**src/design/msc_pkg.sv**
```systemverilog
package msc_pkg;
  localparam int CLK_HZ = 40_000_000;
  localparam int BAUD_MAX = 28_800;
  // Bit period at the fastest allowed rate, rounded up to whole cycles.
  localparam int BIT_CYC = (CLK_HZ + BAUD_MAX - 1) / BAUD_MAX;
  localparam int SEC_BYTES = 8;
  localparam int BRK_LOW_BITS = 9;
  localparam int BRK_GAP_BITS = 2;
  localparam int FRAME_BITS = 10;
  localparam int FIFO_DEPTH = 4;
  localparam int FIFO_W = 10;
  localparam logic [7:0] OP_WRITE = 8'h49;
  localparam logic [15:0] VEC_RESET_USER = 16'hfffe;
  localparam logic [15:0] VEC_RESET_MON = 16'hfefe;
  localparam logic [15:0] VEC_TRAP_USER = 16'hfffc;
  localparam logic [15:0] VEC_TRAP_MON = 16'hfefc;
  localparam logic [7:0] RESET_BYTE = 8'h00;
  localparam logic [15:0] RESET_ADDR = 16'h0000;
endpackage : msc_pkg

```
**src/design/msc_fifo.sv**
```systemverilog
`timescale 1ns/100ps
module msc_fifo #(
  parameter int W = 10,
  parameter int D = 4
) (
  input wire logic clk_sys,
  input wire logic rstn,
  input wire logic in_vld,
  output logic in_rdy,
  input wire logic [W-1:0] in_data,
  output logic out_vld,
  input wire logic out_rdy,
  output logic [W-1:0] out_data
);
  localparam int AW = $clog2(D);

  generate
    if (D < 2 || (1 << AW) != D) begin : g_bad_depth
      $error("Depth must be a power of two of at least two.");
    end
  endgenerate

  logic [W-1:0] mem_r [D];
  logic [AW:0] wp_r, wp_nxt, rp_r, rp_nxt;
  logic do_wr, do_rd;

  always_comb begin
    in_rdy = (wp_r[AW] == rp_r[AW]) || (wp_r[AW-1:0] != rp_r[AW-1:0]);
    out_vld = wp_r != rp_r;
    out_data = mem_r[rp_r[AW-1:0]];
    do_wr = in_vld && in_rdy;
    do_rd = out_vld && out_rdy;
    wp_nxt = do_wr ? wp_r + 1'b1 : wp_r;
    rp_nxt = do_rd ? rp_r + 1'b1 : rp_r;
  end

  always_ff @(posedge clk_sys or negedge rstn) begin
    if (!rstn) begin
      wp_r <= '0;
      rp_r <= '0;
    end else begin
      wp_r <= wp_nxt;
      rp_r <= rp_nxt;
    end
  end

  always_ff @(posedge clk_sys) begin
    if (do_wr) begin
      mem_r[wp_r[AW-1:0]] <= in_data;
    end
  end
endmodule : msc_fifo

```
**src/design/msc_port.sv**
```systemverilog
`timescale 1ns/100ps
// How it works
// All traffic uses one wired-OR serial pin; other pins keep normal function.
// Bytes travel in NRZ mark/space format on that single pin.
// One bit divider serves receive and transmit, up to the maximum rate.
// Monitor mode is entered by soft trap or by reset release with strap.
// After reset entry, eight security bytes are taken before any command.
// After the security bytes a ready break of zero bits is sent.
// Monitor mode moves reset and trap vectors to the alternate page.
// Watchdog off in monitor mode while high voltage present, else config bit.
// Clock bypass pin low at monitor entry skips the oscillator divider.
// Every received byte is echoed back at once.
// Command results are sent only after the final byte's echo.
// A break is a start bit plus nine more low bit periods.
// A received break gets two high bit periods, then an echoed break.
// Six commands: read, write, indexed read and write, stack read, run.
// Write takes address high, low and data, stores the byte, returns nothing.
// With read protection on, unauthorised access to protected memory is refused.
// Indexed read returns the two bytes after the last accessed address.
// A character is start bit, eight data bits LSB first, stop bit.
// The host waits for each echo before sending its next byte.
module msc_port #(
  parameter int BAUD_DIV = msc_pkg::BIT_CYC,
  parameter logic [7:0] OP_READ = 8'h41,
  parameter logic [7:0] OP_IDX_READ = 8'h42,
  parameter logic [7:0] OP_IDX_WRITE = 8'h43,
  parameter logic [7:0] OP_SP_READ = 8'h44,
  parameter logic [7:0] OP_RUN = 8'h45
) (
  input wire logic clk_sys,
  input wire logic rstn,
  input wire logic serial_comm_pin_in,
  output logic serial_comm_pin_out,
  output logic serial_comm_pin_oe,
  input wire logic soft_trap_instruction,
  input wire logic high_test_voltage,
  input wire logic clock_bypass_select_pin,
  input wire logic watchdog_disable_bit,
  input wire logic read_protect_en,
  input wire logic sec_authorized,
  input wire logic mem_protected,
  input wire logic [15:0] stack_pointer,
  input wire logic [7:0] mem_rdata,
  output logic [15:0] mem_addr,
  output logic [7:0] mem_wdata,
  output logic mem_we,
  output logic mem_re,
  output logic run_pulse,
  output logic monitor_mode,
  output logic osc_div_bypass,
  output logic watchdog_enable,
  output logic [15:0] reset_vector_addr,
  output logic [15:0] trap_vector_addr
);
  import msc_pkg::*;

  localparam int CW = $clog2(BAUD_DIV + 1);
  localparam logic [CW-1:0] DIV_M1 = CW'(BAUD_DIV - 1);
  localparam logic [CW-1:0] DIV_HALF = CW'(BAUD_DIV / 2);

  generate
    if (BAUD_DIV < 4) begin : g_bad_div
      $error("Bit divider too small.");
    end
  endgenerate

  typedef enum {RX_IDLE, RX_BITS, RX_HOLD} msc_rx_e;
  typedef enum {TX_IDLE, TX_GAP, TX_BITS} msc_tx_e;
  typedef enum {S_SEC, S_RDY, S_CMD, S_AH, S_AL, S_DATA, S_WR, S_RQ, S_RW, S_RP, S_PSH,
                S_SPH, S_SPL, S_BRK} msc_st_e;

  // Receiver.
  msc_rx_e rx_st_r, rx_st_nxt;
  logic [CW-1:0] rx_cnt_r, rx_cnt_nxt;
  logic [3:0] rx_bit_r, rx_bit_nxt;
  logic [9:0] rx_sh_r, rx_sh_nxt;
  logic rx_vld_r, rx_vld_nxt, rx_brk_r, rx_brk_nxt;
  logic [7:0] rx_byte_r, rx_byte_nxt;
  logic rx_take, rx_en;
  logic [9:0] rx_new;

  // Transmitter and queue.
  msc_tx_e tx_st_r, tx_st_nxt;
  logic [CW-1:0] tx_cnt_r, tx_cnt_nxt;
  logic [3:0] tx_bit_r, tx_bit_nxt;
  logic [9:0] tx_sh_r, tx_sh_nxt;
  logic oe_r, oe_nxt;
  logic f_ivld, f_irdy, f_ovld, f_ordy;
  logic [FIFO_W-1:0] f_idata, f_odata;

  // Command sequencer.
  msc_st_e st_r, st_nxt;
  logic [3:0] sec_cnt_r, sec_cnt_nxt;
  logic [7:0] op_r, op_nxt, dat_r, dat_nxt;
  logic [15:0] ptr_r, ptr_nxt, addr_r, addr_nxt;
  logic [1:0] left_r, left_nxt;
  logic we_r, we_nxt, re_r, re_nxt, run_r, run_nxt;
  logic mon_r, mon_nxt, byp_r, byp_nxt, boot_r, wd_r, wd_nxt;
  logic deny;
  logic [15:0] rvec_r, rvec_nxt, tvec_r, tvec_nxt;

  msc_fifo #(.W(FIFO_W), .D(FIFO_DEPTH)) u_txq (
    .clk_sys(clk_sys),
    .rstn(rstn),
    .in_vld(f_ivld),
    .in_rdy(f_irdy),
    .in_data(f_idata),
    .out_vld(f_ovld),
    .out_rdy(f_ordy),
    .out_data(f_odata)
  );

  // Half duplex: listening only while nothing is queued or being sent.
  assign rx_en = (tx_st_r == TX_IDLE) && !f_ovld;
  assign rx_new = {serial_comm_pin_in, rx_sh_r[9:1]};

  always_comb begin
    rx_st_nxt = rx_st_r;
    rx_cnt_nxt = rx_cnt_r;
    rx_bit_nxt = rx_bit_r;
    rx_sh_nxt = rx_sh_r;
    rx_vld_nxt = rx_vld_r && !rx_take;
    rx_brk_nxt = rx_brk_r;
    rx_byte_nxt = rx_byte_r;
    unique case (rx_st_r)
      RX_IDLE: begin
        if (rx_en && !serial_comm_pin_in) begin
          rx_st_nxt = RX_BITS;
          rx_cnt_nxt = DIV_HALF;
          rx_bit_nxt = 4'h0;
        end
      end
      RX_BITS: begin
        if (rx_cnt_r != '0) begin
          rx_cnt_nxt = rx_cnt_r - 1'b1;
        end else begin
          rx_cnt_nxt = DIV_M1;
          rx_sh_nxt = rx_new;
          rx_bit_nxt = rx_bit_r + 1'b1;
          if (rx_bit_r == 4'h0 && serial_comm_pin_in) begin
            rx_st_nxt = RX_IDLE;
          end else if (rx_bit_r == 4'(FRAME_BITS - 1)) begin
            if (rx_new[9]) begin
              rx_st_nxt = RX_IDLE;
              rx_vld_nxt = 1'b1;
              rx_brk_nxt = 1'b0;
              rx_byte_nxt = rx_new[8:1];
            end else begin
              rx_st_nxt = RX_HOLD;
              if (rx_new[9:1] == '0) begin
                rx_vld_nxt = 1'b1;
                rx_brk_nxt = 1'b1;
              end
            end
          end
        end
      end
      RX_HOLD: begin
        if (serial_comm_pin_in) begin
          rx_st_nxt = RX_IDLE;
        end
      end
    endcase
  end

  always_comb begin
    tx_st_nxt = tx_st_r;
    tx_cnt_nxt = tx_cnt_r;
    tx_bit_nxt = tx_bit_r;
    tx_sh_nxt = tx_sh_r;
    f_ordy = 1'b0;
    unique case (tx_st_r)
      TX_IDLE: begin
        if (f_ovld) begin
          f_ordy = 1'b1;
          tx_cnt_nxt = DIV_M1;
          tx_bit_nxt = 4'h0;
          if (f_odata[9]) begin
            tx_sh_nxt = '0;
            tx_st_nxt = f_odata[8] ? TX_GAP : TX_BITS;
          end else begin
            tx_sh_nxt = {1'b1, f_odata[7:0], 1'b0};
            tx_st_nxt = TX_BITS;
          end
        end
      end
      TX_GAP: begin
        if (tx_cnt_r != '0) begin
          tx_cnt_nxt = tx_cnt_r - 1'b1;
        end else begin
          tx_cnt_nxt = DIV_M1;
          tx_bit_nxt = tx_bit_r + 1'b1;
          if (tx_bit_r == 4'(BRK_GAP_BITS - 1)) begin
            tx_bit_nxt = 4'h0;
            tx_st_nxt = TX_BITS;
          end
        end
      end
      TX_BITS: begin
        if (tx_cnt_r != '0) begin
          tx_cnt_nxt = tx_cnt_r - 1'b1;
        end else begin
          tx_cnt_nxt = DIV_M1;
          tx_sh_nxt = {1'b1, tx_sh_r[9:1]};
          tx_bit_nxt = tx_bit_r + 1'b1;
          if (tx_bit_r == 4'(FRAME_BITS - 1)) begin
            tx_st_nxt = TX_IDLE;
          end
        end
      end
    endcase
    // The pin is only ever pulled low; the external pull-up makes the highs.
    oe_nxt = (tx_st_nxt == TX_BITS) && !tx_sh_nxt[0];
  end

  assign deny = read_protect_en && !sec_authorized && mem_protected;

  always_comb begin
    st_nxt = st_r;
    sec_cnt_nxt = sec_cnt_r;
    op_nxt = op_r;
    dat_nxt = dat_r;
    ptr_nxt = ptr_r;
    addr_nxt = addr_r;
    left_nxt = left_r;
    we_nxt = 1'b0;
    re_nxt = 1'b0;
    run_nxt = 1'b0;
    rx_take = 1'b0;
    f_ivld = 1'b0;
    f_idata = {2'b00, rx_byte_r};
    mon_nxt = mon_r;
    byp_nxt = byp_r;
    if (!boot_r) begin
      mon_nxt = high_test_voltage;
      byp_nxt = high_test_voltage && !clock_bypass_select_pin;
      st_nxt = S_SEC;
      sec_cnt_nxt = 4'h0;
    end else if (!mon_r && soft_trap_instruction) begin
      mon_nxt = 1'b1;
      byp_nxt = !clock_bypass_select_pin;
      st_nxt = S_RDY;
    end else if (mon_r && rx_vld_r && rx_brk_r) begin
      f_ivld = 1'b1;
      f_idata = 10'h300;
      if (f_irdy) begin
        rx_take = 1'b1;
        st_nxt = (st_r == S_SEC) ? S_SEC : S_CMD;
      end
    end else if (mon_r) begin
      unique case (st_r)
        S_SEC, S_CMD, S_AH, S_AL, S_DATA: begin
          if (rx_vld_r) begin
            f_ivld = 1'b1;
            if (f_irdy) begin
              rx_take = 1'b1;
              unique case (st_r)
                S_SEC: begin
                  sec_cnt_nxt = sec_cnt_r + 1'b1;
                  if (sec_cnt_r == 4'(SEC_BYTES - 1)) begin
                    st_nxt = S_RDY;
                  end
                end
                S_CMD: begin
                  op_nxt = rx_byte_r;
                  if (rx_byte_r == OP_WRITE || rx_byte_r == OP_READ) begin
                    st_nxt = S_AH;
                  end else if (rx_byte_r == OP_IDX_WRITE) begin
                    st_nxt = S_DATA;
                  end else if (rx_byte_r == OP_IDX_READ) begin
                    left_nxt = 2'd2;
                    st_nxt = S_RQ;
                  end else if (rx_byte_r == OP_SP_READ) begin
                    st_nxt = S_SPH;
                  end else if (rx_byte_r == OP_RUN) begin
                    run_nxt = 1'b1;
                  end
                end
                S_AH: begin
                  ptr_nxt = {rx_byte_r, ptr_r[7:0]};
                  st_nxt = S_AL;
                end
                S_AL: begin
                  ptr_nxt = {ptr_r[15:8], rx_byte_r};
                  left_nxt = 2'd1;
                  st_nxt = (op_r == OP_WRITE) ? S_DATA : S_PSH;
                  if (op_r != OP_WRITE) begin
                    st_nxt = S_RQ;
                    addr_nxt = {ptr_r[15:8], rx_byte_r};
                  end
                end
                default: begin
                  dat_nxt = rx_byte_r;
                  if (op_r == OP_IDX_WRITE) begin
                    ptr_nxt = ptr_r + 16'h0001;
                  end
                  addr_nxt = (op_r == OP_IDX_WRITE) ? ptr_r + 16'h0001 : ptr_r;
                  st_nxt = S_WR;
                end
              endcase
            end
          end
        end
        S_RDY: begin
          f_ivld = 1'b1;
          f_idata = 10'h200;
          if (f_irdy) begin
            st_nxt = S_CMD;
          end
        end
        S_WR: begin
          we_nxt = !deny;
          st_nxt = S_CMD;
        end
        S_RQ: begin
          if (op_r == OP_IDX_READ) begin
            ptr_nxt = ptr_r + 16'h0001;
            addr_nxt = ptr_r + 16'h0001;
          end
          st_nxt = S_RW;
        end
        S_RW: begin
          re_nxt = 1'b1;
          st_nxt = S_RP;
        end
        S_RP: begin
          st_nxt = S_BRK;
        end
        S_BRK: begin
          dat_nxt = deny ? RESET_BYTE : mem_rdata;
          left_nxt = left_r - 2'd1;
          st_nxt = S_PSH;
        end
        S_PSH: begin
          f_ivld = 1'b1;
          f_idata = {2'b00, dat_r};
          if (f_irdy) begin
            st_nxt = (left_r != 2'd0) ? S_RQ : S_CMD;
          end
        end
        S_SPH, S_SPL: begin
          f_ivld = 1'b1;
          f_idata = {2'b00, (st_r == S_SPH) ? stack_pointer[15:8] : stack_pointer[7:0]};
          if (f_irdy) begin
            st_nxt = (st_r == S_SPH) ? S_SPL : S_CMD;
          end
        end
      endcase
    end
    wd_nxt = !(mon_r && high_test_voltage) && !watchdog_disable_bit;
    rvec_nxt = mon_nxt ? VEC_RESET_MON : VEC_RESET_USER;
    tvec_nxt = mon_nxt ? VEC_TRAP_MON : VEC_TRAP_USER;
  end

  always_ff @(posedge clk_sys or negedge rstn) begin
    if (!rstn) begin
      rx_st_r <= RX_HOLD;
      rx_cnt_r <= '0;
      rx_bit_r <= 4'h0;
      rx_sh_r <= '0;
      rx_vld_r <= 1'b0;
      rx_brk_r <= 1'b0;
      rx_byte_r <= RESET_BYTE;
      tx_st_r <= TX_IDLE;
      tx_cnt_r <= '0;
      tx_bit_r <= 4'h0;
      tx_sh_r <= '1;
      oe_r <= 1'b0;
      st_r <= S_SEC;
      sec_cnt_r <= 4'h0;
      op_r <= RESET_BYTE;
      dat_r <= RESET_BYTE;
      ptr_r <= RESET_ADDR;
      addr_r <= RESET_ADDR;
      left_r <= 2'd0;
      we_r <= 1'b0;
      re_r <= 1'b0;
      run_r <= 1'b0;
      mon_r <= 1'b0;
      byp_r <= 1'b0;
      boot_r <= 1'b0;
      wd_r <= 1'b0;
      rvec_r <= VEC_RESET_USER;
      tvec_r <= VEC_TRAP_USER;
    end else begin
      rx_st_r <= rx_st_nxt;
      rx_cnt_r <= rx_cnt_nxt;
      rx_bit_r <= rx_bit_nxt;
      rx_sh_r <= rx_sh_nxt;
      rx_vld_r <= rx_vld_nxt;
      rx_brk_r <= rx_brk_nxt;
      rx_byte_r <= rx_byte_nxt;
      tx_st_r <= tx_st_nxt;
      tx_cnt_r <= tx_cnt_nxt;
      tx_bit_r <= tx_bit_nxt;
      tx_sh_r <= tx_sh_nxt;
      oe_r <= oe_nxt;
      st_r <= st_nxt;
      sec_cnt_r <= sec_cnt_nxt;
      op_r <= op_nxt;
      dat_r <= dat_nxt;
      ptr_r <= ptr_nxt;
      addr_r <= addr_nxt;
      left_r <= left_nxt;
      we_r <= we_nxt;
      re_r <= re_nxt;
      run_r <= run_nxt;
      mon_r <= mon_nxt;
      byp_r <= byp_nxt;
      boot_r <= 1'b1;
      wd_r <= wd_nxt;
      rvec_r <= rvec_nxt;
      tvec_r <= tvec_nxt;
    end
  end

  assign serial_comm_pin_out = 1'b0;
  assign serial_comm_pin_oe = oe_r;
  assign mem_addr = addr_r;
  assign mem_wdata = dat_r;
  assign mem_we = we_r;
  assign mem_re = re_r;
  assign run_pulse = run_r;
  assign monitor_mode = mon_r;
  assign osc_div_bypass = byp_r;
  assign watchdog_enable = wd_r;
  assign reset_vector_addr = rvec_r;
  assign trap_vector_addr = tvec_r;
endmodule : msc_port

```
**config.mk**
```make
export PLATFORM = sky130hd
export DESIGN_NAME = msc_port
export DESIGN_NICKNAME = d
export VERILOG_FILES = /design/src/design/msc_pkg.sv /design/src/design/msc_fifo.sv /design/src/design/msc_port.sv
export SDC_FILE = /design/constraint.sdc
export NUM_CORES = 1
export LEC_CHECK = 0
export ABC_AREA = 1
export CAP_MARGIN = 20
export CORE_MARGIN = 5
export CORE_UTILIZATION = 50
export CTS_CLUSTER_DIAMETER = 40
export DETAILED_ROUTE_END_ITERATION = 8
export DONT_BUFFER_PORTS = 1
export GPL_TIMING_DRIVEN = 0
export HOLD_SLACK_MARGIN = 0.15
export PLACE_DENSITY_LB_ADDON = 0.15
export SLEW_MARGIN = 20
export SYNTH_ARGS = -nofsm -noshare
export SYNTH_HDL_FRONTEND = slang
export SYNTH_SLANG_ARGS = --single-unit
```
**constraint.sdc**
```tcl
create_clock -name clk_sys -period 4.9 [get_ports clk_sys]
set_input_delay 0.49 -clock clk_sys [delete_from_list [all_inputs] [get_ports clk_sys]]
set_output_delay 0.49 -clock clk_sys [all_outputs]
set_load 0.005 [all_outputs]
```
==> reports/summary.txt <==
status = finished clean
worst-margin pin slew = 1.01 ns
site row count = 55
Power Dens Cells = 442 nW/um2
Iter 0 DRT Violations = 615
WL/cell = 15.4 um
H-tree depth = 2
slew margin rel. = 32.6%
Worst Setup Slack post-DPL = 2.14 ns
skew final = 0.0228 ns
clock root buffer = clkbuf_16
CTS tree = yes
R2R depth = 7
mapped cell area = 11300 um2
yosys warns = 0
via count = 9737
Worst Path Class, Setup = flop to flop
unrepaired setup endpoints after global routing = no
Net count, final = 1592
global route overflow = 0
Critical Path RT = 5.01 ns
post-synth top area cell = dfrtp_1
Worst Path Max Fanout = 10
PortBufs = 0
Worst Setup End Kind = flop
setup ws final = 2.14 ns
crit path to = u_txq.mem_r[0][2]
n_diodes = 0
Gate Count Post-Synth = 1466
Max rail drop VDD = 0.302 mV
GP Congestion = 0.922
DR DRC count = 0
Area Overhead vs Synth = 16.1%
FF-to-FF setup slack = 2.14 ns
Initial Util = 50.4%
dominant cells by area after synthesis = dfrtp_1 (34%), nand2_1 (11%), edfxtp_1 (11%)
vias in the first global route = 9298
Worst R2R End = u_txq.mem_r[0][2]
Final Max Slew Viols = 0
R2R Path Start = st_r[2]
top_reg_cell synth = dfrtp_1
critical path data arrival time = 2.87 ns
Pleak = 0.00648 uW
# IOs = 98
setup_tns = 0 ns
CTS Buffer Depth = 3
final wirelength = 28400 um
clock latency on the worst-skew pair = 0.51 ns
MaxCap Viol Count = 0
Via density = 5.27
launch point of the critical path = st_r[2]
Tot GR Track Use = 21.9%
Sink Count = 205
Fin. Hold Viols = 0
largest net degree at the start of global routing = 166
antenna-violating nets left = 0
Seq cells post-synth = 205
CP Launch Type = flop
Hold Path Class = input port to flop
Die Wd = 161 um
Seq/Total Area, Yosys = 47.2%
library cells used by synthesis = 52
final setup vio count = 0
clock buffers created by TritonCTS = 35
Period minus WS final = 2.76 ns
Die Y = 161 um
Async S/R FF share, synth = 80.5%
drt first pass iters = 5
Mapped Avg Cell Area = 7.73 um2
first-pass GRT wire length = 46500 um
DIE AREA = 25800 um2
Post-CTS Setup Bufs = 0
share of the synthesized area in the top cell type = 33.8%
crit share post-route = 56.2%
share of cells above drive strength 1 = 10.5%
core area = 22500 um2
Fill cells = 2042
Clock transition at path regs = 0.05 ns
Post-synth EDFFs = 40
HPWL Detailed = 20200 um
Peak Freq = 363 MHz
initial antenna violation count = 0
## worst min path at each step
stage,start,end,slack (ns),cells after the start
final,soft_trap_instruction,trap_vector_addr[8],0.20,3
after global routing,soft_trap_instruction,trap_vector_addr[8],0.20,3
after detailed placement,rstn,tx_st_r[6],0.21,0
after floorplan,rstn,boot_r,0.19,0
after CTS,soft_trap_instruction,trap_vector_addr[8],0.18,3
after global placement,rstn,watchdog_enable,0.20,0
## per-layer routing
metal	part of all wire, %	global-route usage [%]	wire length, um
met1	44	28.9	12400
met2	47	36.0	13400
met3	5.8	4.08	1660
met4	3.5	8.60	987
met5	0	0	0
## stage by stage
stage / power (uW) / cells / area, um2 / hold slack (ns) / util [%]
final: 5810 / 1849 / 13200 / 0.203 / 58.4
after global routing: 6130 / 1849 / 13200 / 0.197 / 58.4
after CTS: 5860 / 1849 / 13200 / 0.182 / 58.4
after detailed placement: 3170 / 1781 / 11800 / 0.212 / 52.4
after global placement: 3160 / 1781 / 11800 / 0.204 / 52.4
after floorplan: 2900 / 1496 / 11400 / 0.194 / -
## cell type report
type	count	area, um2	area share (%)
plain buffers	68	408	3.10
clock buffers	48	1030	7.81
clock inverters	14	245	1.86
inverters	180	676	5.14
multi-input cells	1043	5020	38.1
flip-flops and latches	205	5350	40.6
well taps	285	357	2.71
repair buffers	6	77.6	0.590
## cell families (layout without fill, tap and decap cells)
| family | count (synthesis) | count (layout) | synth area share (%) |
|---|---|---|---|
| flops | 205 | 205 | 47.2 |
| fa+ha+maj | 19 | 19 | 2.10 |
| xor+xnor | 23 | 23 | 1.78 |
| buf+inv | 248 | 316 | 9.56 |
| compound gates | 248 | 248 | 12.4 |
| mux | 2 | 2 | 0.188 |
| simple gates | 719 | 719 | 26.8 |
| other cells | 2 | 32 | 0.0663 |
## sequential cells by signal, indices dropped and copies added (netlist names), 10 cells and up
register,count
tx_cnt_r,11
rx_cnt_r,11
ptr_r,16
tx_st_r,32
mem_addr,16
u_txq.mem_r,40
tx_sh_r,10
## layout by cell type (no fill, tap or decap), types with 5 or more instances in the layout
cell,count
clkbuf_8,6
ha_1,19
dfrtp_1,153
nand3_1,97
or2_2,8
a21boi_0,12
xor2_1,16
buf_2,11
clkbuf_1,23
conb_1,32
inv_2,15
clkbuf_16,37
a2bb2oi_1,8
bufinv_16,6
nor2_2,6
xnor2_1,7
o21ai_1,10
o22ai_1,19
buf_4,33
edfxtp_1,40
inv_1,163
dlygate4sd3_1,5
o21ai_0,121
nand2_1,334
nand2_2,6
nand4_1,28
nor2_1,208
dfstp_2,12
a21oi_1,54
nor3_1,21
## cell usage after synthesis (10+ instances only)
| cell type | count |
|---|---|
| a21boi_0 | 12 |
| a21oi_1 | 54 |
| buf_2 | 11 |
| buf_4 | 33 |
| clkbuf_1 | 18 |
| dfrtp_1 | 153 |
| dfstp_2 | 12 |
| edfxtp_1 | 40 |
| ha_1 | 19 |
| inv_1 | 163 |
| inv_2 | 15 |
| nand2_1 | 334 |
| nand3_1 | 97 |
| nand4_1 | 28 |
| nor2_1 | 208 |
| nor3_1 | 21 |
| o21ai_0 | 121 |
| o21ai_1 | 10 |
| o22ai_1 | 19 |
| xor2_1 | 16 |
## where the power goes
group | leakage (uW) | internal, uW | switching [uW]
registers | 0.00247 | 1910 | 173
clock network | 0.000620 | 1790 | 843
logic | 0.00339 | 366 | 730
total | 0.00648 | 4060 | 1750
## critical path, stage by stage, from the launching register on
cell	delay, ns
dfrtp_1	0.45
nor2_1	0.26
nand2_1	0.13
nand2_1	0.28
nor2_1	0.11
o21ai_2	0.18
o21bai_2	0.16
nor2_1	0.79
## what timing repair did
action	CTS	global route
resized for setup	0	0
endpoints found under the hold margin	168	0
hold buffers	6	0
No activity file was read; power rests on OpenSTA's default activity.
